<file path="src/common/rgs_pkg.sv">
// Package with register map, field positions and timing for the receive gain control block.
package rgs_pkg;
   localparam int unsigned CLK_HZ = 20_000_000;
   localparam real SQ_WINDOW_US = 50.0;
   localparam real SQ_START_US = 18.88;
   // Least time rounds up, window length rounds down; both at least one cycle.
   localparam int unsigned SQ_WINDOW_CYC = int'($floor(SQ_WINDOW_US * CLK_HZ / 1.0e6));
   localparam int unsigned SQ_START_CYC = int'($ceil(SQ_START_US * CLK_HZ / 1.0e6));
   localparam int unsigned SQ_MAX_TRANS = 2;
   localparam int unsigned AGC_PULSES = 8;
   localparam logic [3:0] GAIN_MAX = 4'hA;
   localparam logic [3:0] GAIN_PRESET = 4'h4;
   localparam logic [3:0] GAIN_ZERO = 4'h0;
   localparam logic [3:0] WIN_MAX = 4'h4;
   localparam logic [3:0] RSSI_MAX = 4'hD;
   localparam logic [3:0] NFC_GAIN_CODE = 4'h6;
   // Register byte addresses.
   localparam logic [7:0] ADDR_CFG = 8'h00;
   localparam logic [7:0] ADDR_CMD = 8'h04;
   localparam logic [7:0] ADDR_GAIN = 8'h08;
   localparam logic [7:0] ADDR_RSSI = 8'h0C;
   localparam logic [7:0] ADDR_CTRL = 8'h10;
   // Configuration register fields.
   localparam int unsigned CFG_MANUAL_LSB = 0;
   localparam int unsigned CFG_AGC_EN = 4;
   localparam int unsigned CFG_AGC_MODE = 5;
   localparam int unsigned CFG_AGC_ALG = 6;
   localparam int unsigned CFG_SQ_DYN = 7;
   localparam int unsigned CFG_CLIP = 8;
   localparam int unsigned CFG_GAIN_FORCE = 9;
   localparam logic [31:0] CFG_RESET = 32'h0000_0010;
   // Command register bits, write one to issue.
   localparam int unsigned CMD_RESET_GAIN = 0;
   localparam int unsigned CMD_SQUELCH = 1;
   localparam int unsigned CMD_CLEAR_RSSI = 2;
endpackage : rgs_pkg

</file>
<file path="src/design/rgs_gain_ctrl.sv">
// Gain state, squelch, AGC and RSSI controller with an APB register slave.
`timescale 1ns/1ps
module rgs_gain_ctrl #(
   parameter int unsigned SQ_WINDOW_CYC = rgs_pkg::SQ_WINDOW_CYC,
   parameter int unsigned SQ_START_CYC = rgs_pkg::SQ_START_CYC
) (
   input wire logic clk_sys,
   input wire logic srst,
   input wire logic psel,
   input wire logic penable,
   input wire logic pwrite,
   input wire logic [7:0] paddr,
   input wire logic [31:0] pwdata,
   output logic [31:0] prdata,
   output logic pready,
   output logic pslverr,
   input wire logic rxActive,
   input wire logic txEnd,
   input wire logic maskRxExpired,
   input wire logic digOut,
   input wire logic agcCmpOut,
   input wire logic subPulse,
   input wire logic [3:0] rssiLevelA,
   input wire logic [3:0] rssiLevelB,
   output logic [2:0] digWindow,
   output logic [2:0] stage23Reduction,
   output logic clipEnable
);
   logic [31:0] cfg_q;
   logic [3:0] gain_q;
   logic [3:0] gainStat_q;
   logic [3:0] rssiA_q;
   logic [3:0] rssiB_q;
   logic rxPrev_q;
   logic digPrev_q;
   logic agcPrev_q;
   logic agcRun_q;
   logic [3:0] pulseCnt_q;
   logic sqActive_q;
   logic sqDyn_q;
   logic sqWait_q;
   logic [1:0] sqTrans_q;
   logic [$clog2(SQ_WINDOW_CYC + 1)-1:0] sqCnt_q;
   logic [$clog2(SQ_START_CYC + 1)-1:0] sqStartCnt_q;

   logic wrEn;
   logic rdEn;
   logic cmdGainReset;
   logic cmdSquelch;
   logic cmdClearRssi;
   logic rxRise;
   logic rxFall;
   logic [3:0] manualGain;
   logic sqStep;
   logic agcStep;
   logic agcWindow;
   logic sqWinEnd;
   logic [3:0] rssiASat;
   logic [3:0] rssiBSat;

   assign wrEn = psel && penable && pwrite;
   assign rdEn = psel && penable && !pwrite;
   assign pready = 1'b1;
   assign pslverr = psel && penable && (paddr > rgs_pkg::ADDR_CTRL || paddr[1:0] != 2'b00);
   assign manualGain = (cfg_q[rgs_pkg::CFG_MANUAL_LSB +: 4] > rgs_pkg::GAIN_MAX) ?
      rgs_pkg::GAIN_MAX : cfg_q[rgs_pkg::CFG_MANUAL_LSB +: 4];
   assign cmdGainReset = wrEn && paddr == rgs_pkg::ADDR_CMD && pwdata[rgs_pkg::CMD_RESET_GAIN];
   // A squelch request while a reception runs is dropped without a trace.
   assign cmdSquelch = wrEn && paddr == rgs_pkg::ADDR_CMD && pwdata[rgs_pkg::CMD_SQUELCH]
      && !rxActive;
   assign cmdClearRssi = wrEn && paddr == rgs_pkg::ADDR_CMD && pwdata[rgs_pkg::CMD_CLEAR_RSSI];
   assign rxRise = rxActive && !rxPrev_q;
   assign rxFall = !rxActive && rxPrev_q;

   // Configuration register; reset value enables AGC, whole reception, preset start.
   always_ff @(posedge clk_sys) begin
      if (srst) begin
         cfg_q <= rgs_pkg::CFG_RESET;
      end else if (wrEn && paddr == rgs_pkg::ADDR_CFG) begin
         cfg_q <= {22'h00_0000, pwdata[9:0]};
      end
   end

   always_comb begin
      prdata = 32'h0000_0000;
      if (rdEn) begin
         unique case (paddr)
            rgs_pkg::ADDR_CFG: prdata = cfg_q;
            rgs_pkg::ADDR_GAIN: prdata = {28'h000_0000, gainStat_q};
            rgs_pkg::ADDR_RSSI: prdata = {24'h00_0000, rssiB_q, rssiA_q};
            rgs_pkg::ADDR_CTRL: prdata = {28'h000_0000, gain_q};
            default: prdata = 32'h0000_0000;
         endcase
      end
   end

   always_ff @(posedge clk_sys) begin
      if (srst) begin
         rxPrev_q <= 1'b0;
         digPrev_q <= 1'b0;
         agcPrev_q <= 1'b0;
      end else begin
         rxPrev_q <= rxActive;
         digPrev_q <= digOut;
         agcPrev_q <= agcCmpOut;
      end
   end

   // Dynamic squelch start delay after transmit end.
   always_ff @(posedge clk_sys) begin
      if (srst || cmdGainReset) begin
         sqWait_q <= 1'b0;
         sqStartCnt_q <= '0;
      end else if (txEnd && cfg_q[rgs_pkg::CFG_SQ_DYN]) begin
         sqWait_q <= 1'b1;
         sqStartCnt_q <= '0;
      end else if (sqWait_q && (maskRxExpired || sqStartCnt_q ==
            ($bits(sqStartCnt_q))'(SQ_START_CYC - 1))) begin
         sqWait_q <= 1'b0;
      end else if (sqWait_q) begin
         sqStartCnt_q <= sqStartCnt_q + 1'b1;
      end
   end

   assign sqWinEnd = sqActive_q && sqCnt_q == ($bits(sqCnt_q))'(SQ_WINDOW_CYC - 1);
   assign sqStep = sqWinEnd && (sqTrans_q == 2'd3) && gain_q < rgs_pkg::GAIN_MAX;

   // Squelch observation: windows of fixed length, transitions counted up to three.
   always_ff @(posedge clk_sys) begin
      if (srst || cmdGainReset) begin
         sqActive_q <= 1'b0;
         sqDyn_q <= 1'b0;
         sqCnt_q <= '0;
         sqTrans_q <= 2'd0;
      end else if (sqActive_q && sqDyn_q && maskRxExpired) begin
         sqActive_q <= 1'b0;
      end else if (!sqActive_q && (cmdSquelch || (sqWait_q && !maskRxExpired &&
            sqStartCnt_q == ($bits(sqStartCnt_q))'(SQ_START_CYC - 1)))) begin
         sqActive_q <= 1'b1;
         sqDyn_q <= !cmdSquelch;
         sqCnt_q <= '0;
         sqTrans_q <= 2'd0;
      end else if (sqActive_q) begin
         if (sqWinEnd) begin
            sqCnt_q <= '0;
            sqTrans_q <= 2'd0;
            // A quiet window or the last state ends the procedure.
            if (!sqStep) begin
               sqActive_q <= 1'b0;
            end
         end else begin
            sqCnt_q <= sqCnt_q + 1'b1;
            if (digOut != digPrev_q && sqTrans_q != 2'd3) begin
               sqTrans_q <= sqTrans_q + 2'd1;
            end
         end
      end
   end

   // AGC window: whole reception, or the first eight sub-carrier pulses.
   always_ff @(posedge clk_sys) begin
      if (srst || cmdGainReset || !rxActive) begin
         agcRun_q <= 1'b0;
         pulseCnt_q <= 4'h0;
      end else begin
         if (rxRise) begin
            agcRun_q <= cfg_q[rgs_pkg::CFG_AGC_EN];
         end
         if (subPulse && pulseCnt_q != 4'(rgs_pkg::AGC_PULSES)) begin
            pulseCnt_q <= pulseCnt_q + 4'h1;
         end
      end
   end

   assign agcWindow = agcRun_q && cfg_q[rgs_pkg::CFG_AGC_EN] &&
      (!cfg_q[rgs_pkg::CFG_AGC_MODE] || pulseCnt_q != 4'(rgs_pkg::AGC_PULSES));
   assign agcStep = agcWindow && agcCmpOut != agcPrev_q && gain_q < rgs_pkg::GAIN_MAX;

   // Gain state; squelch reduction persists until the gain reset command, the end of a reception or an AGC start.
   always_ff @(posedge clk_sys) begin
      if (srst || cmdGainReset) begin
         gain_q <= manualGain;
      end else if (rxRise && cfg_q[rgs_pkg::CFG_AGC_EN]) begin
         gain_q <= cfg_q[rgs_pkg::CFG_AGC_ALG] ? rgs_pkg::GAIN_ZERO : rgs_pkg::GAIN_PRESET;
      end else if (rxFall) begin
         gain_q <= manualGain;
      end else if (sqStep || agcStep) begin
         gain_q <= gain_q + 4'h1;
      end
   end

   always_ff @(posedge clk_sys) begin
      if (srst) begin
         gainStat_q <= rgs_pkg::GAIN_ZERO;
      end else if (cmdGainReset) begin
         gainStat_q <= manualGain;
      end else if (rxRise) begin
         gainStat_q <= gain_q;
      end
   end

   assign rssiASat = (rssiLevelA > rgs_pkg::RSSI_MAX) ? rgs_pkg::RSSI_MAX : rssiLevelA;
   assign rssiBSat = (rssiLevelB > rgs_pkg::RSSI_MAX) ? rgs_pkg::RSSI_MAX : rssiLevelB;

   // Peak hold per channel, live only while receive-active is high.
   always_ff @(posedge clk_sys) begin
      if (srst || cmdGainReset || cmdClearRssi || agcStep || rxRise) begin
         rssiA_q <= 4'h0;
         rssiB_q <= 4'h0;
      end else if (rxActive) begin
         if (rssiASat > rssiA_q) begin
            rssiA_q <= rssiASat;
         end
         if (rssiBSat > rssiB_q) begin
            rssiB_q <= rssiBSat;
         end
      end
   end

   // Five window settings, then six gain steps; the force bit overrides both.
   always_comb begin
      if (cfg_q[rgs_pkg::CFG_GAIN_FORCE]) begin
         digWindow = rgs_pkg::WIN_MAX[2:0];
         stage23Reduction = 3'd2;
      end else if (gain_q > rgs_pkg::WIN_MAX) begin
         digWindow = rgs_pkg::WIN_MAX[2:0];
         stage23Reduction = 3'(gain_q - rgs_pkg::WIN_MAX);
      end else begin
         digWindow = gain_q[2:0];
         stage23Reduction = 3'd0;
      end
   end

   assign clipEnable = cfg_q[rgs_pkg::CFG_CLIP];

   // Checks are listed without grouping by concern; each one names the rule it guards.
   a_gain_sat: assert property (@(posedge clk_sys) disable iff (srst)
      gain_q <= rgs_pkg::GAIN_MAX) else $error("Gain state above ten.");

   a_sq_reject: assert property (@(posedge clk_sys) disable iff (srst)
      (wrEn && paddr == rgs_pkg::ADDR_CMD && pwdata[rgs_pkg::CMD_SQUELCH] && rxActive
      && !sqActive_q && !sqWait_q) |=> !sqActive_q) else $error("Squelch taken in reception.");

   a_stat_latch: assert property (@(posedge clk_sys) disable iff (srst)
      (rxRise && !cmdGainReset) |=> gainStat_q == $past(gain_q)) else $error("Status not latched.");

   a_agc_start: assert property (@(posedge clk_sys) disable iff (srst)
      (rxRise && !cmdGainReset && cfg_q[rgs_pkg::CFG_AGC_EN] && !cfg_q[rgs_pkg::CFG_AGC_ALG])
      |=> gain_q == rgs_pkg::GAIN_PRESET) else $error("AGC preset start wrong.");

   a_rssi_max: assert property (@(posedge clk_sys) disable iff (srst)
      rssiA_q <= rgs_pkg::RSSI_MAX && rssiB_q <= rgs_pkg::RSSI_MAX) else $error("RSSI over 13.");

   a_rssi_frozen: assert property (@(posedge clk_sys) disable iff (srst)
      (!rxActive && !$past(rxActive) && !cmdClearRssi && !cmdGainReset) |=> $stable(rssiA_q))
      else $error("RSSI moved while idle.");

   a_rssi_agc: assert property (@(posedge clk_sys) disable iff (srst)
      agcStep |=> rssiA_q == 4'h0 && rssiB_q == 4'h0) else $error("RSSI kept over AGC step.");

   a_reset_load: assert property (@(posedge clk_sys) disable iff (srst)
      cmdGainReset |=> gain_q == $past(manualGain) && !sqActive_q) else $error("Reset lost.");

   a_sq_down: assert property (@(posedge clk_sys) disable iff (srst)
      (sqStep && !agcStep && !rxRise && !rxFall && !cmdGainReset) |=> gain_q == $past(gain_q) + 4'h1)
      else $error("Squelch step missed.");

   a_force_win: assert property (@(posedge clk_sys) disable iff (srst)
      cfg_q[rgs_pkg::CFG_GAIN_FORCE] |-> digWindow == 3'd4 && stage23Reduction == 3'd2)
      else $error("Force bit ignored.");

   a_agc_clear: assert property (@(posedge clk_sys) disable iff (srst)
      !rxActive |=> !agcRun_q)
      else $error("AGC kept running after reception.");

   a_agc_reload: assert property (@(posedge clk_sys) disable iff (srst)
      (rxFall && !cmdGainReset) |=> gain_q == $past(manualGain))
      else $error("Gain not reloaded at reception end.");

   a_agc_down: assert property (@(posedge clk_sys) disable iff (srst)
      (agcStep && !rxRise && !rxFall && !cmdGainReset) |=> gain_q == $past(gain_q) + 4'h1)
      else $error("AGC step missed.");

   a_agc_off: assert property (@(posedge clk_sys) disable iff (srst)
      !cfg_q[rgs_pkg::CFG_AGC_EN] |-> !agcStep)
      else $error("AGC stepped while disabled.");

   a_agc_pulses: assert property (@(posedge clk_sys) disable iff (srst)
      (cfg_q[rgs_pkg::CFG_AGC_MODE] && pulseCnt_q == 4'(rgs_pkg::AGC_PULSES)) |-> !agcStep)
      else $error("AGC stepped after its pulses.");

   a_agc_zero: assert property (@(posedge clk_sys) disable iff (srst)
      (rxRise && !cmdGainReset && cfg_q[rgs_pkg::CFG_AGC_EN] && cfg_q[rgs_pkg::CFG_AGC_ALG])
      |=> gain_q == rgs_pkg::GAIN_ZERO) else $error("AGC zero start wrong.");

   a_rssi_start: assert property (@(posedge clk_sys) disable iff (srst)
      rxRise |=> rssiA_q == 4'h0 && rssiB_q == 4'h0)
      else $error("RSSI not restarted at reception.");

   a_rssi_mono: assert property (@(posedge clk_sys) disable iff (srst)
      (rxActive && !rxRise && !agcStep && !cmdClearRssi && !cmdGainReset)
      |=> rssiA_q >= $past(rssiA_q) && rssiB_q >= $past(rssiB_q))
      else $error("RSSI peak hold fell.");

   a_rssi_clear: assert property (@(posedge clk_sys) disable iff (srst)
      cmdClearRssi |=> rssiA_q == 4'h0 && rssiB_q == 4'h0)
      else $error("RSSI not cleared on command.");

   a_sq_quiet: assert property (@(posedge clk_sys) disable iff (srst)
      (sqWinEnd && sqTrans_q != 2'd3) |=> !sqActive_q)
      else $error("Squelch ran past a quiet window.");

   a_sq_hold: assert property (@(posedge clk_sys) disable iff (srst)
      (sqWinEnd && gain_q == rgs_pkg::GAIN_MAX) |=> !sqActive_q && gain_q == rgs_pkg::GAIN_MAX)
      else $error("Squelch ran past the last state.");

   a_sq_window: assert property (@(posedge clk_sys) disable iff (srst)
      sqCnt_q < ($bits(sqCnt_q))'(SQ_WINDOW_CYC))
      else $error("Squelch window overran.");

   a_dyn_stop: assert property (@(posedge clk_sys) disable iff (srst)
      (sqActive_q && sqDyn_q && maskRxExpired) |=> !sqActive_q)
      else $error("Dynamic squelch outlived the mask.");

   a_sq_cmd: assert property (@(posedge clk_sys) disable iff (srst)
      (cmdSquelch && !cmdGainReset && !sqActive_q) |=> sqActive_q && !sqDyn_q)
      else $error("Squelch command not taken.");

   a_stat_reset: assert property (@(posedge clk_sys) disable iff (srst)
      cmdGainReset |=> gainStat_q == $past(manualGain))
      else $error("Status not loaded on reset command.");

   a_win_range: assert property (@(posedge clk_sys) disable iff (srst)
      digWindow <= 3'd4 && stage23Reduction <= 3'd6)
      else $error("Window or reduction out of range.");

   a_win_map: assert property (@(posedge clk_sys) disable iff (srst)
      (!cfg_q[rgs_pkg::CFG_GAIN_FORCE] && gain_q <= rgs_pkg::WIN_MAX)
      |-> digWindow == gain_q[2:0] && stage23Reduction == 3'd0)
      else $error("Window setting does not follow gain.");

   // Covers show that each loop really reaches its interesting state.
   c_sq_step: cover property (@(posedge clk_sys) sqStep);
   c_agc_pulses: cover property (@(posedge clk_sys) agcRun_q && pulseCnt_q == 4'h8);
   c_agc_step: cover property (@(posedge clk_sys) agcStep);
   c_dyn_sq: cover property (@(posedge clk_sys) sqActive_q && sqDyn_q);
   c_clear_rssi: cover property (@(posedge clk_sys) cmdClearRssi && rssiA_q != 4'h0);
endmodule : rgs_gain_ctrl

</file>
<file path="config.mk">
export PLATFORM = sky130hd
export DESIGN_NAME = rgs_gain_ctrl
export DESIGN_NICKNAME = d
export VERILOG_FILES = /design/src/common/rgs_pkg.sv /design/src/design/rgs_gain_ctrl.sv
export SDC_FILE = /design/constraint.sdc
export NUM_CORES = 1
export LEC_CHECK = 0
export BUFFER_PORTS_ARGS = -buffer_cell sky130_fd_sc_hd__buf_4
export CAP_MARGIN = 20
export CORE_AREA = 2 2 90 135
export DETAILED_ROUTE_END_ITERATION = 10
export DIE_AREA = 0 0 92 137
export PLACE_DENSITY = 0.5
export SLEW_MARGIN = 20
export SYNTH_ARGS = -nofsm -noshare
export SYNTH_HDL_FRONTEND = slang
export SYNTH_SLANG_ARGS = --single-unit
</file>
<file path="constraint.sdc">
create_clock -name clk_sys -period 3.3 [get_ports clk_sys]
set_input_delay 0.33 -clock clk_sys [delete_from_list [all_inputs] [get_ports clk_sys]]
set_output_delay 0.33 -clock clk_sys [all_outputs]
set_load 0.01 [all_outputs]
</file>
* Word-level counts from Yosys, hierarchy flattened
Cells that the tools add are included.
Word-level totals: register bits after elaboration 58, memory bits (writable) 0, output and inout bits 41, memories kept 0, bits in read-only memories 0, input bits 59, logic and storage cells 133, latch bits 0
Cells by class: $add $sub $neg 6, bitwise operators 2, multipliers 0, shift operators 0, eq/ne operators 11, muxes and demuxes 29, div/mod/pow operators 0, magnitude comparators 8, reduce and logical (&&, ||, !) cells 61
Operator list (count):
- 10-bit 2-to-1 mux | 4
- 10-bit case mux with 4 select lines | 1
- 4-bit 2-to-1 mux | 9
- 1-bit logical AND | 29
- 8-bit by 4-bit equality test with 1-bit output, second input constant | 2
- 3-bit 2-to-1 mux | 5
- 4-bit greater-than comparator, second input constant | 3
- 10-bit by 1-bit adder with 10-bit output, second input constant | 1
- 10-bit equality test, second input constant | 1
- 1-bit logical OR | 10
- 2-bit AND reduction | 5
- 9-bit by 1-bit adder with 9-bit output, second input constant | 1
- 9-bit equality test, second input constant | 1
- 4-bit by 1-bit adder with 4-bit output, second input constant | 2
- 8-bit by 3-bit equality test with 1-bit output, second input constant | 1
- 8-bit by 5-bit equality test with 1-bit output, second input constant | 1
- 4-bit greater-than comparator | 2
- 8-bit by 5-bit greater-than comparator with 1-bit output, second input constant | 1
- 8-bit logical NOT | 1
- 2-bit 2-to-1 mux | 4
- 2-bit nonzero test | 4
- 1-bit logical NOT | 7
- 1-bit 2-to-1 mux | 6
- 4-bit by 3-bit greater-than comparator with 1-bit output, second input constant | 1
- other kinds (12) | 15

* Logic depth before layout (Yosys ltp)
Gate-level depths: netlist of the first run.
depth in word-level cells 10, mapped depth 7, gate-level depth less buffers 7

* Least setup slack after synthesis of the first run
Ideal clock, no wire load.
kind input to output, start input port paddr[2], end output port prdata[0], setup slack 1105 ps, buffers on the path 0, arrival time 1865 ps, stages 4, required time 2970 ps, path through or4b_2 > nor3_1 > o31ai_1 > a21oi_1
Between the ends: cells in the longest elaborated chain, start to end 3, elaborated cells between the ends (all ways) 6, classes of those cells 3 x eq/ne; 2 x mux; 1 x reduce/logical
Ends and longest elaborated chain:
- start, declared | line rgs_gain_ctrl.sv:12 | input wire logic [7:0] paddr,
- 8-bit by 5-bit equality test with 1-bit output, or another cell as far along | line rgs_gain_ctrl.sv:87 | unique case (paddr)
- 10-bit case mux with 4 select lines (*) | line rgs_gain_ctrl.sv:87
- 10-bit 2-to-1 mux (*) | line rgs_gain_ctrl.sv:86 | if (rdEn) begin
- end, declared | line rgs_gain_ctrl.sv:14 | output logic [31:0] prdata,
Every way passes the cells marked *; elsewhere a longest branch is shown, timed or not.

* Worst setup path after layout of the first run
start input port paddr[4], end output port prdata[0]
Same word-level chain as after synthesis.

==> results of run 1 <==
==> worst max-delay path: cells and delay by family <==
family	cells	cell delay [ps]
AOI/OAI and AO/OA	2	500
buffers and inverters	3	500
and+or+nand+nor	2	920
==> area by class of cell <==
cell class | count | share of cell area, %
multi-input combinational | 308 | 46.8
clock inverter | 6 | 1.94
inverter | 20 | 1.79
tap | 150 | 4.49
clock buffer | 10 | 5.47
timing repair buffer | 60 | 10.8
sequential | 58 | 28.7
==> layer usage <==
metal  share of wire [%]  GRT usage [%]  wire (microns)
met2                  55           27.0            4760
met5                   0              0               0
met4                 2.5           6.22             216
met1                  39           14.4            3360
met3                 3.6           3.74             312
==> state kept, by name (all words and copies together), names as in the netlist, 2 cells and up <==
register	count
sqTrans_q	2
rssiA_q	4
sqStartCnt_q	9
gainStat_q	4
cfg_q	10
sqCnt_q	10
gain_q	4
rssiB_q	4
pulseCnt_q	4
==> metrics by stage <==
stage / cells / setup slack [ps] / hold WS (ps) / instance area (sq um)
finish: 612 / 713 / 238 / 4180
floorplan: 422 / 1110 / 452 / 3450
detailed placement: 596 / 644 / 480 / 3870
CTS: 612 / 727 / 227 / 4180
global placement: 596 / 706 / 468 / 3870
global route: 612 / 649 / 233 / 4180
==> worst min-delay path by stage <==
stage / cells after the start / from / slack [ps] / end
6_report: 3 / pwdata[4] / 240 / cfg_q[4]
5_1_grt: 3 / pwdata[4] / 230 / cfg_q[4]
4_1_cts: 3 / pwdata[4] / 230 / cfg_q[4]
3_5_place_dp: 2 / sqCnt_q[9] / 480 / sqCnt_q[9]
3_3_place_gp: 2 / sqCnt_q[9] / 470 / sqCnt_q[9]
2_1_floorplan: 2 / sqCnt_q[9] / 450 / sqCnt_q[9]
==> synthesized netlist by cell type (all sizes together) (10+ instances only) <==
cell / count
nor2: 56
dfxtp: 54
buf: 27
a21oi: 26
nand2: 22
inv: 20
mux2i: 16
ha: 15
a22oi: 14
a211oi: 12
xor2: 11
nand4: 10
o21ai: 10
==> cell families after synthesis <==
family | after synthesis | synth area share (%)
compound gates | 93 | 18.3
other cells | 2 | 0.223
buf+inv | 56 | 8.92
mux | 16 | 4.75
flops | 58 | 35.7
xor+xnor | 18 | 4.68
simple gates | 143 | 21.9
fa+ha+maj | 15 | 5.57
==> cells in the final DEF (no fill, tap or decap), drive strengths merged, types with 2 or more instances in the layout <==
master / n
buf: 60
nor2: 56
dfxtp: 54
a21oi: 26
conb: 23
nand2: 22
inv: 20
mux2i: 16
ha: 15
a22oi: 14
a211oi: 12
xor2: 11
o21ai: 10
nand4: 10
clkbuf: 10
nor2b: 9
nand3: 8
o31ai: 8
a31oi: 7
xnor2: 7
nor3: 7
nor4: 6
and3: 5
or4: 4
o21a: 4
edfxtp: 4
or3: 4
and2: 4
o2111ai: 3
clkinv: 3
a21boi: 2
nand2b: 2
o22ai: 2
nor3b: 2
bufinv: 2
==> report_power, final <==
part / switching, mW / total, mW / internal, mW
combinational: 0.110 / 0.199 / 0.0886
clock: 0.326 / 0.981 / 0.655
sequential: 0.0224 / 0.750 / 0.728
total: 0.459 / 1.93 / 1.47
==> flow_summary.rst, run 1 <==
.. list-table::
   :header-rows: 1

   * - Metric
     - Value
   * - Port bufs
     - 54
   * - RSZ-0062 raised after global routing
     - no
   * - Drt wl/cell
     - 14.1 microns
   * - Residual DRC
     - 0
   * - Diodes inserted
     - 0
   * - Power Dens Cells
     - ~460 nW/um^2
   * - Maximum frequency from static timing analysis
     - 387 MHz
   * - Initial detailed-routing violation count
     - just under 80
   * - Maximum level of the CTS H-tree
     - 3
   * - Launching element type of the critical path
     - input port
   * - Starting Density
     - 29.5%
   * - CTS tree
     - yes
   * - Worst setup EP type
     - output pin
   * - Tcrit/Tclk final
     - between 70% and 80%
   * - Number of cells upsized or downsized after cts
     - 0
   * - Largest buffer count on any clock path
     - 2
   * - Run status
     - finished, final reports clean
   * - Clock Tree Root
     - sky130_fd_sc_hd__clkbuf_16
   * - Combined global-route utilization of all metal layers
     - 14.2%
   * - Final Hold Violating Endpoints
     - 0
   * - Max_cap viols
     - 0
   * - Async set-or-reset flop fraction in the synthesized netlist
     - 0%
   * - DRT Pass-1 Iters
     - 4
   * - Launching instance or port of the critical path
     - paddr[4]
   * - Arrival time reported for the critical path endpoint
     - 2260 ps
   * - Vert. Die Dim
     - 137 microns
   * - Core ar.
     - around 11000 sq um
   * - Pleak
     - 1.66 nW
   * - Worst setup endpoint
     - prdata[0]
   * - Critical path start-end classification
     - in -> out
   * - Clock slew seen by the registers of the worst setup and hold paths
     - roughly 50 ps
   * - Number of cells on the worst reg-to-reg path
     - 6
   * - Synthesis-stage register bit count
     - 58
   * - Synthesis-to-finish area growth
     - 24.2%
   * - Cell seen most often among critical-path stages
     - sky130_fd_sc_hd__buf_4
   * - Post-synth EDFFs
     - 4
   * - Library cells used by synthesis
     - approximately 50
   * - Fill count
     - 1236
   * - Number of warning messages in the yosys log
     - 0
   * - Maximum fanout count along the critical path
     - 11
   * - Tightest Pin Transition
     - 895 ps
   * - Post-CTS setup buffer count
     - 0
   * - Sum Neg Setup Slack
     - 0 ps
   * - Synthesized area per cell
     - 8.40 sq um
   * - Nets
     - 531
   * - WP data required
     - 2970 ps
   * - Part of the Yosys area used for sequential elements
     - 35.7%
   * - Cells after Synth
     - 401
   * - Via count
     - between 2000 and 3000
   * - Maximum number of pins on one net before global-route repair
     - 19
   * - Maximum resistive drop on vdd
     - 211 uV
   * - Final core area utilization
     - 36.7%
   * - Minimum clock period
     - 2590 ps
   * - Final setup violation count
     - 0
   * - Area used by multi-input combinational logic
     - 1960 sq um
   * - Initial antenna violation count
     - 0
   * - Total detailed-routing wirelength
     - 8650 microns
   * - Global-route wire length before repair
     - 13900 microns
   * - Critical R2R Capture
     - sqCnt_q[6]
   * - Global route total overflow
     - 0
   * - Std cell rows
     - 48
   * - Via count of the first global-routing pass
     - 2874
   * - RePlAce Congestion
     - 0.790
   * - Most used DFF post-synth
     - sky130_fd_sc_hd__dfxtp_1
   * - Number of top-level pins
     - 100
   * - Total number of clock tree sinks
     - 58
   * - Register cell area after layout
     - 1200 sq um
   * - Post-synth top area cell
     - sky130_fd_sc_hd__dfxtp_1
   * - Die area
     - 12600 sq um
   * - Overall power consumption
     - 1.93 mW
   * - Synth top area cells
     - sky130_fd_sc_hd__dfxtp_1 32%, sky130_fd_sc_hd__nor2_1 6.2%, sky130_fd_sc_hd__ha_1 5.6%, sky130_fd_sc_hd__buf_4 5.1%, sky130_fd_sc_hd__mux2i_1 4.8%
   * - Tightest Hold Check Type
     - in -> reg
   * - Ordered cell list for the critical path
     - buf_4 > or4_1 > nor3_1 > buf_4 > o31ai_1 > a21oi_1 > buf_4
   * - Clk_lat worst skew
     - 330 ps
   * - Average via count per standard cell
     - 4.87
   * - Final number of max-transition violations
     - 0
   * - Top-area cell type share of the netlist area
     - 32.1%
   * - Crit-path slowest cell
     - sky130_fd_sc_hd__or4_1
   * - FF-to-FF setup slack
     - a little under 1000 ps
   * - Die X-Extent
     - 92 microns
   * - Reg-to-reg critical path startpoint
     - sqStartCnt_q[0]
   * - Clock skew
     - 6.76 ps
   * - Worst path max stage delay
     - 690 ps
   * - Post-synthesis instance area
     - 3370 sq um
   * - Proportion of layout cells with a drive suffix above 1
     - 18.2%
   * - Num CTS Buffers
     - 9
   * - Cts hold-fix bufs
     - 0
   * - Estimated wirelength of the detail-placed design
     - 6820 microns
   * - Relative slew slack
     - roughly two fifths
   * - Post-route antenna net violation count
     - 0
No activity file was read; power rests on OpenSTA's default activity.
==> run 2, diff against run 1 <==
--- a/config.mk
+++ b/config.mk
@@ -5,12 +5,13 @@
 export SDC_FILE = /design/constraint.sdc
 export NUM_CORES = 1
 export LEC_CHECK = 0
+export ABC_AREA = 1
 export BUFFER_PORTS_ARGS = -buffer_cell sky130_fd_sc_hd__buf_4
 export CAP_MARGIN = 20
-export CORE_AREA = 2 2 90 135
+export CORE_AREA = 2 2 94 141
 export DETAILED_ROUTE_END_ITERATION = 10
-export DIE_AREA = 0 0 92 137
-export PLACE_DENSITY = 0.5
+export DIE_AREA = 0 0 96 143
+export PLACE_DENSITY = 0.52
 export SLEW_MARGIN = 20
 export SYNTH_ARGS = -nofsm -noshare
 export SYNTH_HDL_FRONTEND = slang
==> constraint.sdc (replaced) <==
create_clock -name clk_sys -period 2.21 [get_ports clk_sys]
set_input_delay 0.221 -clock clk_sys [delete_from_list [all_inputs] [get_ports clk_sys]]
set_output_delay 0.221 -clock clk_sys [all_outputs]
set_load 0.01 [all_outputs]
==> run 2 against run 1 <==
Compared with the run above: count of clock-buffer cells in the layout increased by 5; first-iteration DRC count is 27% higher; largest cell class unchanged; power increased by 50%; final cell count grew 19%; sequential share of layout area shrank 1.7 points; worst hold slack lost 120 ps.
==> flow_summary.rst, run 2 <==
.. list-table::
   :header-rows: 1

   * - Metric
     - Value
   * - Run status
     - finished, final reports clean
   * - Synthesis-stage register bit count
     - 58 (unchanged)
   * - Final number of max-transition violations
     - 0 (unchanged)
   * - Fill count
     - 1368 (+11%)
   * - Arrival time reported for the critical path endpoint
     - 1640 ps (-620 ps)
   * - Fraction of the mapped netlist area in adder cells
     - 5.11% (-0.46 points)
   * - Final Hold Violating Endpoints
     - 0 (unchanged)
   * - Port bufs
     - 54 (unchanged)
   * - Average via count per standard cell
     - 4.64 (-4.6%)
   * - Ordered cell list for the critical path
     - buf_4 > nor2_2 > inv_1 > nor2_4 > nand3_1 > nand4_1 > nand2_1 > a21oi_1 > buf_4
   * - Final setup violation count
     - 0 (unchanged)
   * - Placed cell areas
     - 4140 sq um (+6.8%)
   * - Cells after Synth
     - 510 (+27%)
   * - Number of top-level pins
     - 100 (unchanged)
   * - Tightest Hold Check Type
     - in -> reg
   * - Number of cells upsized or downsized after cts
     - 0 (unchanged)
   * - Core ar.
     - 12400 sq um (+9.1%)
   * - Nets
     - 642 (+21%)
   * - Top-area cell type share of the netlist area
     - 29.4% (-2.7 points)
   * - Pleak
     - 1.96 nW (+18%)
   * - Post-route antenna net violation count
     - 0 (unchanged)
   * - RSZ-0062 raised after global routing
     - no
   * - Via count of the first global-routing pass
     - 3324 (+16%)
   * - Clock slew seen by the registers of the worst setup and hold paths
     - 50 ps (about the same)
   * - Post-CTS setup buffer count
     - 0 (unchanged)
   * - Maximum frequency from static timing analysis
     - 539 MHz
   * - Biggest regs
     - cfg_q (10), sqCnt_q (10), sqStartCnt_q (9)
   * - Die area
     - 13700 sq um (+8.9%)
   * - Post-synthesis instance area
     - 3670 sq um (+9.0%)
   * - Initial antenna violation count
     - 0 (unchanged)
   * - Overall power consumption
     - 2.90 mW (+50%)
   * - Async set-or-reset flop fraction in the synthesized netlist
     - 0% (unchanged)
   * - Total detailed-routing wirelength
     - 9050 microns (+4.7%)
   * - FF-to-FF setup slack
     - 400 ps (-570 ps)
   * - Proportion of layout cells with a drive suffix above 1
     - 18.3% (+0.14 points)
   * - DRT Pass-1 Iters
     - 5 (+1)
   * - WP data required
     - 1990 ps (-980 ps)
   * - Highest-count cells in the layout ignoring fill and taps
     - 94 x sky130_fd_sc_hd__nand2_1, 71 x sky130_fd_sc_hd__inv_1, 59 x sky130_fd_sc_hd__nor2_1, 56 x sky130_fd_sc_hd__buf_4, 54 x sky130_fd_sc_hd__dfxtp_1
   * - Share of the synthesized area in compound gates (AO/OA/AOI/OAI)
     - 14.8% (-3.5 points)
   * - Part of the Yosys area used for sequential elements
     - 32.7% (-3.0 points)
   * - CTS tree
     - yes
   * - Buf+Inv Stages, Crit Path
     - 3 (unchanged)
   * - Estimated wirelength of the detail-placed design
     - 7290 microns (+7.0%)
   * - Die X-Extent
     - 96 microns (+4.3%)
   * - Vert. Die Dim
     - 143 microns (+4.4%)
   * - Cells after DPL
     - 713 (+20%)
   * - Synth top area cells
     - sky130_fd_sc_hd__dfxtp_1 29%, sky130_fd_sc_hd__nand2_1 9.6%, sky130_fd_sc_hd__inv_1 7.3%, sky130_fd_sc_hd__nor2_1 6.0%, sky130_fd_sc_hd__a21oi_1 5.2%
   * - Global route total overflow
     - 0 (unchanged)
   * - Worst path max stage delay
     - 230 ps (-460 ps)
   * - Clock skew
     - 5.25 ps (-1.50 ps)
   * - Critical path start-end classification
     - in -> out
   * - Synthesis-to-finish area growth
     - 21.0%
   * - Most instantiated cells after synthesis
     - 94 x sky130_fd_sc_hd__nand2_1, 71 x sky130_fd_sc_hd__inv_1, 59 x sky130_fd_sc_hd__nor2_1, 54 x sky130_fd_sc_hd__dfxtp_1, 38 x sky130_fd_sc_hd__a21oi_1
   * - Minimum clock period
     - 1860 ps
   * - Power Dens Cells
     - 653 nW/um^2 (+41%)
   * - Maximum fanout count along the critical path
     - 7 (-4)
   * - Launching element type of the critical path
     - input port
   * - Mux share of post-synthesis cell area
     - 0% (-4.8 points)
   * - Total number of clock tree sinks
     - 58 (unchanged)
   * - Cell seen most often among critical-path stages
     - sky130_fd_sc_hd__buf_4
   * - Post-layout instance count excluding filler cells
     - 729 (+19%)
   * - Global-route wire length before repair
     - 14900 microns (+7.0%)
   * - Final non-filler cell area
     - 4440 sq um (+6.2%)
   * - Std cell rows
     - 50 (+4.2%)
   * - Worst setup EP type
     - output pin
   * - Drt wl/cell
     - 12.4 microns (-12%)
   * - Cts hold-fix bufs
     - 0 (unchanged)
   * - Residual DRC
     - 0 (unchanged)
   * - Post-synth top area cell
     - sky130_fd_sc_hd__dfxtp_1
   * - Post-synth EDFFs
     - 4 (unchanged)
   * - Most used DFF post-synth
     - sky130_fd_sc_hd__dfxtp_1
   * - Tcrit/Tclk final
     - between 80% and 90%
   * - Number of warning messages in the yosys log
     - 0 (unchanged)
   * - Maximum resistive drop on vdd
     - 360 uV (+70%)
   * - Clock Tree Root
     - sky130_fd_sc_hd__clkbuf_16
   * - Via count
     - 3384 (+14%)
   * - Crit-path slowest cell
     - sky130_fd_sc_hd__nand3_1
   * - Library cells used by synthesis
     - 47 (-4.1%)
   * - Synthesized area per cell
     - 7.20 sq um (-14%)
   * - Clk_lat worst skew
     - 320 ps (about the same)
   * - Largest family of logic cells by synthesized area
     - simple AND/OR/NAND/NOR gates
   * - RePlAce Congestion
     - 0.805 (+2.0%)
   * - Largest buffer count on any clock path
     - 2 (unchanged)
   * - Starting Density
     - 29.5% (about the same)
   * - Top-count cell post-synth
     - sky130_fd_sc_hd__nand2_1
   * - Combined global-route utilization of all metal layers
     - 13.9% (-0.30 points)
   * - Sum Neg Setup Slack
     - 0 ps (unchanged)
   * - Max_cap viols
     - 0 (unchanged)
   * - Most common cell after layout, fill and taps aside
     - sky130_fd_sc_hd__nand2_1
   * - Gate family responsible for the most delay along the worst path
     - simple AND/OR/NAND/NOR gates
   * - Initial detailed-routing violation count
     - 100 (+27%)
   * - Diodes inserted
     - 0 (unchanged)
   * - Maximum level of the CTS H-tree
     - 3 (unchanged)
   * - Xor/xnor share of the synthesized area
     - 2.39% (-2.3 points)
   * - Maximum number of pins on one net before global-route repair
     - 18 (-1)
   * - Num CTS Buffers
     - 9 (unchanged)
   * - Simple-Gate Fraction of Synth Area
     - 30.9% (+9.0 points)
   * - Min Hold Slack
     - 116 ps (-121 ps)
-- run 2: path summary, 6_finish.rpt --
| path | depth (start not counted) | startpoint | end |
|---|---|---|---|
| min reg2reg | 2 | sqDyn_q | sqDyn_q |
| max reg2reg | 10 | sqStartCnt_q[1] | sqStartCnt_q[3] |
| max | 9 | paddr[1] | prdata[7] |
| min | 3 | digOut | digPrev_q |
-- run 2: metal layers --
layer	GRT usage (%)	part of all wire, %
met1	14.8	39
met2	26.1	55
met3	2.85	3.4
met4	5.11	1.7
met5	0	0
-- run 2: logic make-up after synthesis --
logic type      Yosys count
other cells               2
flops                    58
simple gates            232
xor+xnor                 10
fa+ha+maj                15
buf+inv                 104
compound gates           89
-- run 2: worst reg2reg max path: cells and delay by family, from the launching register on --
family / cells / cell delay [ps]
and+or+nand+nor: 6 / 940
DFF: 1 / 350
adders and majority gates: 1 / 180
xor gates and xnor gates: 1 / 170
buffers and inverters: 2 / 120
-- run 2: where the power goes --
part / total (mW) / switching (mW) / internal, mW
combinational: 0.358 / 0.214 / 0.143
clock: 1.43 / 0.459 / 0.972
sequential: 1.11 / 0.0204 / 1.09
total: 2.90 / 0.693 / 2.21
-- run 2: stage by stage --
step | worst slack, ps | util [%]
global placement | 420 | 33.2
finish | 354 | 35.7
detailed placement | 385 | 33.2
floorplan | 697 | -
CTS | 358 | 35.7
global route | 133 | 35.7
-- run 2: layout make-up --
class | count | area, sq um | area share [%]
tap | 156 | 195 | 4.39
timing repair buffer | 56 | 420 | 9.46
inverter | 74 | 280 | 6.31
clock inverter | 1 | 30.0 | 0.676
sequential | 58 | 1200 | 27.0
clock buffer | 15 | 279 | 6.28
multi-input combinational | 369 | 2040 | 45.9
==> run 3, diff against run 2 <==
--- a/config.mk
+++ b/config.mk
@@ -11,7 +11,7 @@
 export CORE_AREA = 2 2 94 141
 export DETAILED_ROUTE_END_ITERATION = 10
 export DIE_AREA = 0 0 96 143
-export PLACE_DENSITY = 0.52
+export PLACE_DENSITY = 0.5
 export SLEW_MARGIN = 20
 export SYNTH_ARGS = -nofsm -noshare
 export SYNTH_HDL_FRONTEND = slang
==> constraint.sdc (replaced) <==
create_clock -name clk_sys -period 1.9 [get_ports clk_sys]
set_input_delay 0.19 -clock clk_sys [delete_from_list [all_inputs] [get_ports clk_sys]]
set_output_delay 0.19 -clock clk_sys [all_outputs]
set_load 0.01 [all_outputs]
==> run 3 against run 2 <==
Compared with the run above: final cell count up 1.2%; global-route usage up 0.12 points; count of clock-buffer cells in the layout down 5; sequential cell count unchanged; combinational power up 20%; non-clock buffer count up 9; via count down 0.47%; first-iteration DRC count down 8.0%; power up 12%; clock skew up 1.2 ps; setup slack worse by 170 ps; sequential share of layout area down 0.34 points.
==> flow_summary.rst, run 3 (synthesis results as in run 2) <==
.. list-table::
   :header-rows: 1

   * - Metric
     - Value
   * - Run status
     - finished, final reports clean
   * - Clock Tree Root
     - sky130_fd_sc_hd__clkbuf_16
   * - Global route total overflow
     - 0 (unchanged)
   * - Num CTS Buffers
     - 9 (unchanged)
   * - Synthesis-to-finish area growth
     - 22.6%
   * - Crit-path slowest cell
     - sky130_fd_sc_hd__edfxtp_1
   * - Clock slew seen by the registers of the worst setup and hold paths
     - 50 ps (about the same)
   * - Die X-Extent
     - 96 microns (unchanged)
   * - Vert. Die Dim
     - 143 microns (unchanged)
   * - Maximum level of the CTS H-tree
     - 3 (unchanged)
   * - Fill count
     - 1336 (-2.3%)
   * - Final Hold Violating Endpoints
     - 0 (unchanged)
   * - Arrival time reported for the critical path endpoint
     - 1520 ps (-120 ps)
   * - Number of top-level pins
     - 100 (unchanged)
   * - Average via count per standard cell
     - 4.56 (-1.7%)
   * - RSZ-0062 raised after global routing
     - no
   * - Via count
     - 3368 (-0.47%)
   * - Initial antenna violation count
     - 0 (unchanged)
   * - Tightest Hold Check Type
     - in -> reg
   * - FF-to-FF setup slack
     - 200 ps (-200 ps)
   * - Proportion of layout cells with a drive suffix above 1
     - 20.6% (+2.3 points)
   * - Post-layout instance count excluding filler cells
     - 738 (+1.2%)
   * - WP data required
     - 1710 ps (-280 ps)
   * - Die area
     - 13700 sq um (unchanged)
   * - Port bufs
     - 54 (unchanged)
   * - Starting Density
     - 29.5% (unchanged)
   * - Gate family responsible for the most delay along the worst path
     - flip-flops
   * - Cell seen most often among critical-path stages
     - sky130_fd_sc_hd__nand2_1
   * - Initial detailed-routing violation count
     - 92 (-8.0%)
   * - Most common cell after layout, fill and taps aside
     - sky130_fd_sc_hd__nand2_1
   * - Total number of clock tree sinks
     - 58 (unchanged)
   * - Ordered cell list for the critical path
     - nand2_1 > nand2_1 > a21oi_1 > nand2_1 > nor2_1 > buf_4
   * - Cells after DPL
     - 722 (+1.3%)
   * - Overall power consumption
     - 3.26 mW (+12%)
   * - Worst path max stage delay
     - 510 ps (+280 ps)
   * - Highest-count cells in the layout ignoring fill and taps
     - 94 x sky130_fd_sc_hd__nand2_1, 71 x sky130_fd_sc_hd__inv_1, 65 x sky130_fd_sc_hd__buf_4, 58 x sky130_fd_sc_hd__nor2_1, 54 x sky130_fd_sc_hd__dfxtp_1
   * - Drt wl/cell
     - 12.3 microns (-0.87%)
   * - RePlAce Congestion
     - 0.809 (+0.43%)
   * - Worst setup margin
     - 186 ps (-168 ps)
   * - Minimum setup slack after placement
     - 152 ps (-234 ps)
   * - Critical path start-end classification
     - reg -> out
   * - Number of cells on the worst reg-to-reg path
     - 10 (unchanged)
   * - Critical R2R Capture
     - sqCnt_q[5]
   * - Biggest regs
     - cfg_q (10), sqCnt_q (10), sqStartCnt_q (9)
   * - Total detailed-routing wirelength
     - 9090 microns (+0.35%)
   * - Worst-case hold path end point
     - digPrev_q
   * - Cell depth of the worst min-delay path
     - 3 (unchanged)
   * - Core ar.
     - 12400 sq um (unchanged)
   * - Maximum frequency from static timing analysis
     - 583 MHz
   * - Via count of the first global-routing pass
     - 3354 (+0.90%)
   * - Buf+Inv Stages, Crit Path
     - 1 (-2)
   * - Estimated wirelength of the detail-placed design
     - 7380 microns (+1.2%)
   * - Clk_lat worst skew
     - 330 ps (about the same)
   * - Residual DRC
     - 0 (unchanged)
   * - Worst min-delay path startpoint
     - digOut
   * - Tcrit/Tclk final
     - 90.2%
   * - Diodes inserted
     - 0 (unchanged)
   * - Minimum clock period
     - 1710 ps
   * - Final number of max-transition violations
     - 0 (unchanged)
   * - Largest buffer count on any clock path
     - 2 (unchanged)
   * - Std cell rows
     - 50 (unchanged)
   * - Maximum resistive drop on vdd
     - 404 uV (+12%)
   * - Maximum number of pins on one net before global-route repair
     - 18 (unchanged)
   * - Post-route antenna net violation count
     - 0 (unchanged)
   * - Global-route wire length before repair
     - 15100 microns (+1.4%)
   * - Cts hold-fix bufs
     - 0 (unchanged)
   * - Clock skew
     - 6.44 ps (+1.19 ps)
   * - Nets
     - 651 (+1.4%)
   * - Combined global-route utilization of all metal layers
     - 14.0% (+0.12 points)
   * - CTS tree
     - yes
   * - Final setup violation count
     - 0 (unchanged)
   * - Launching element type of the critical path
     - register
   * - DRT Pass-1 Iters
     - 4 (-1)
   * - Maximum fanout count along the critical path
     - 6 (-1)
   * - Reg-to-reg critical path startpoint
     - sqStartCnt_q[0]
   * - Worst setup EP type
     - output pin
   * - Power Dens Cells
     - 724 nW/um^2 (+11%)
   * - Pleak
     - 1.99 nW (+1.9%)
   * - Sum Neg Setup Slack
     - 0 ps (unchanged)
   * - Max_cap viols
     - 0 (unchanged)
run 3: worst max-delay path by stage:
stage | startpoint | to | cells after the start
floorplan | pulseCnt_q[0] | gain_q[0] | 7
global placement | paddr[1] | prdata[6] | 9
detailed placement | paddr[1] | prdata[7] | 9
CTS | paddr[1] | prdata[7] | 9
global route | sqStartCnt_q[1] | sqCnt_q[9] | 11
finish | gain_q[0] | digWindow[0] | 6
run 3: through the flow:
step                      util (%)  hold WS (ps)  cell area (sq um)
after floorplan                  -           297               3750
after global placement        33.8           414               4200
after detailed placement      33.8           420               4200
after CTS                     36.1          80.2               4490
after global routing          36.2           103               4500
final                         36.2          86.6               4500
run 3: final cells by class:
class | instances | area [sq um] | area share (%)
clock buffers | 10 | 250 | 5.56
clock inverters | 6 | 40.0 | 0.890
inverters | 74 | 280 | 6.23
multi-input cells | 369 | 2050 | 45.5
flip-flops and latches | 58 | 1200 | 26.7
well taps | 156 | 195 | 4.34
repair buffers | 65 | 488 | 10.8
run 3: metal layers:
layer,track usage (%),wire length [microns],up-vias
li1,-,-,1758
met1,14.9,3570,1513
met2,26.1,4920,79
met3,2.80,356,18
met4,5.86,239,0
met5,0,0,-
run 3: where the power goes:
part | switching [mW] | total [mW] | internal, mW
Sequential | 0.0239 | 1.29 | 1.27
Combinational | 0.252 | 0.431 | 0.180
Clock | 0.580 | 1.54 | 0.957
run 3: tightest hold or removal path: cells and delay by family:
kind,cells,cell delay [ps]
and+or+nand+nor,1,60
buffers and inverters,2,120
run 3: what timing repair did:
| action | in CTS | in global routing |
|---|---|---|
| buffers inserted | 0 | 0 |
| gates resized for setup | 0 | 2 |
| endpoints found under the setup margin | 0 | 7 |
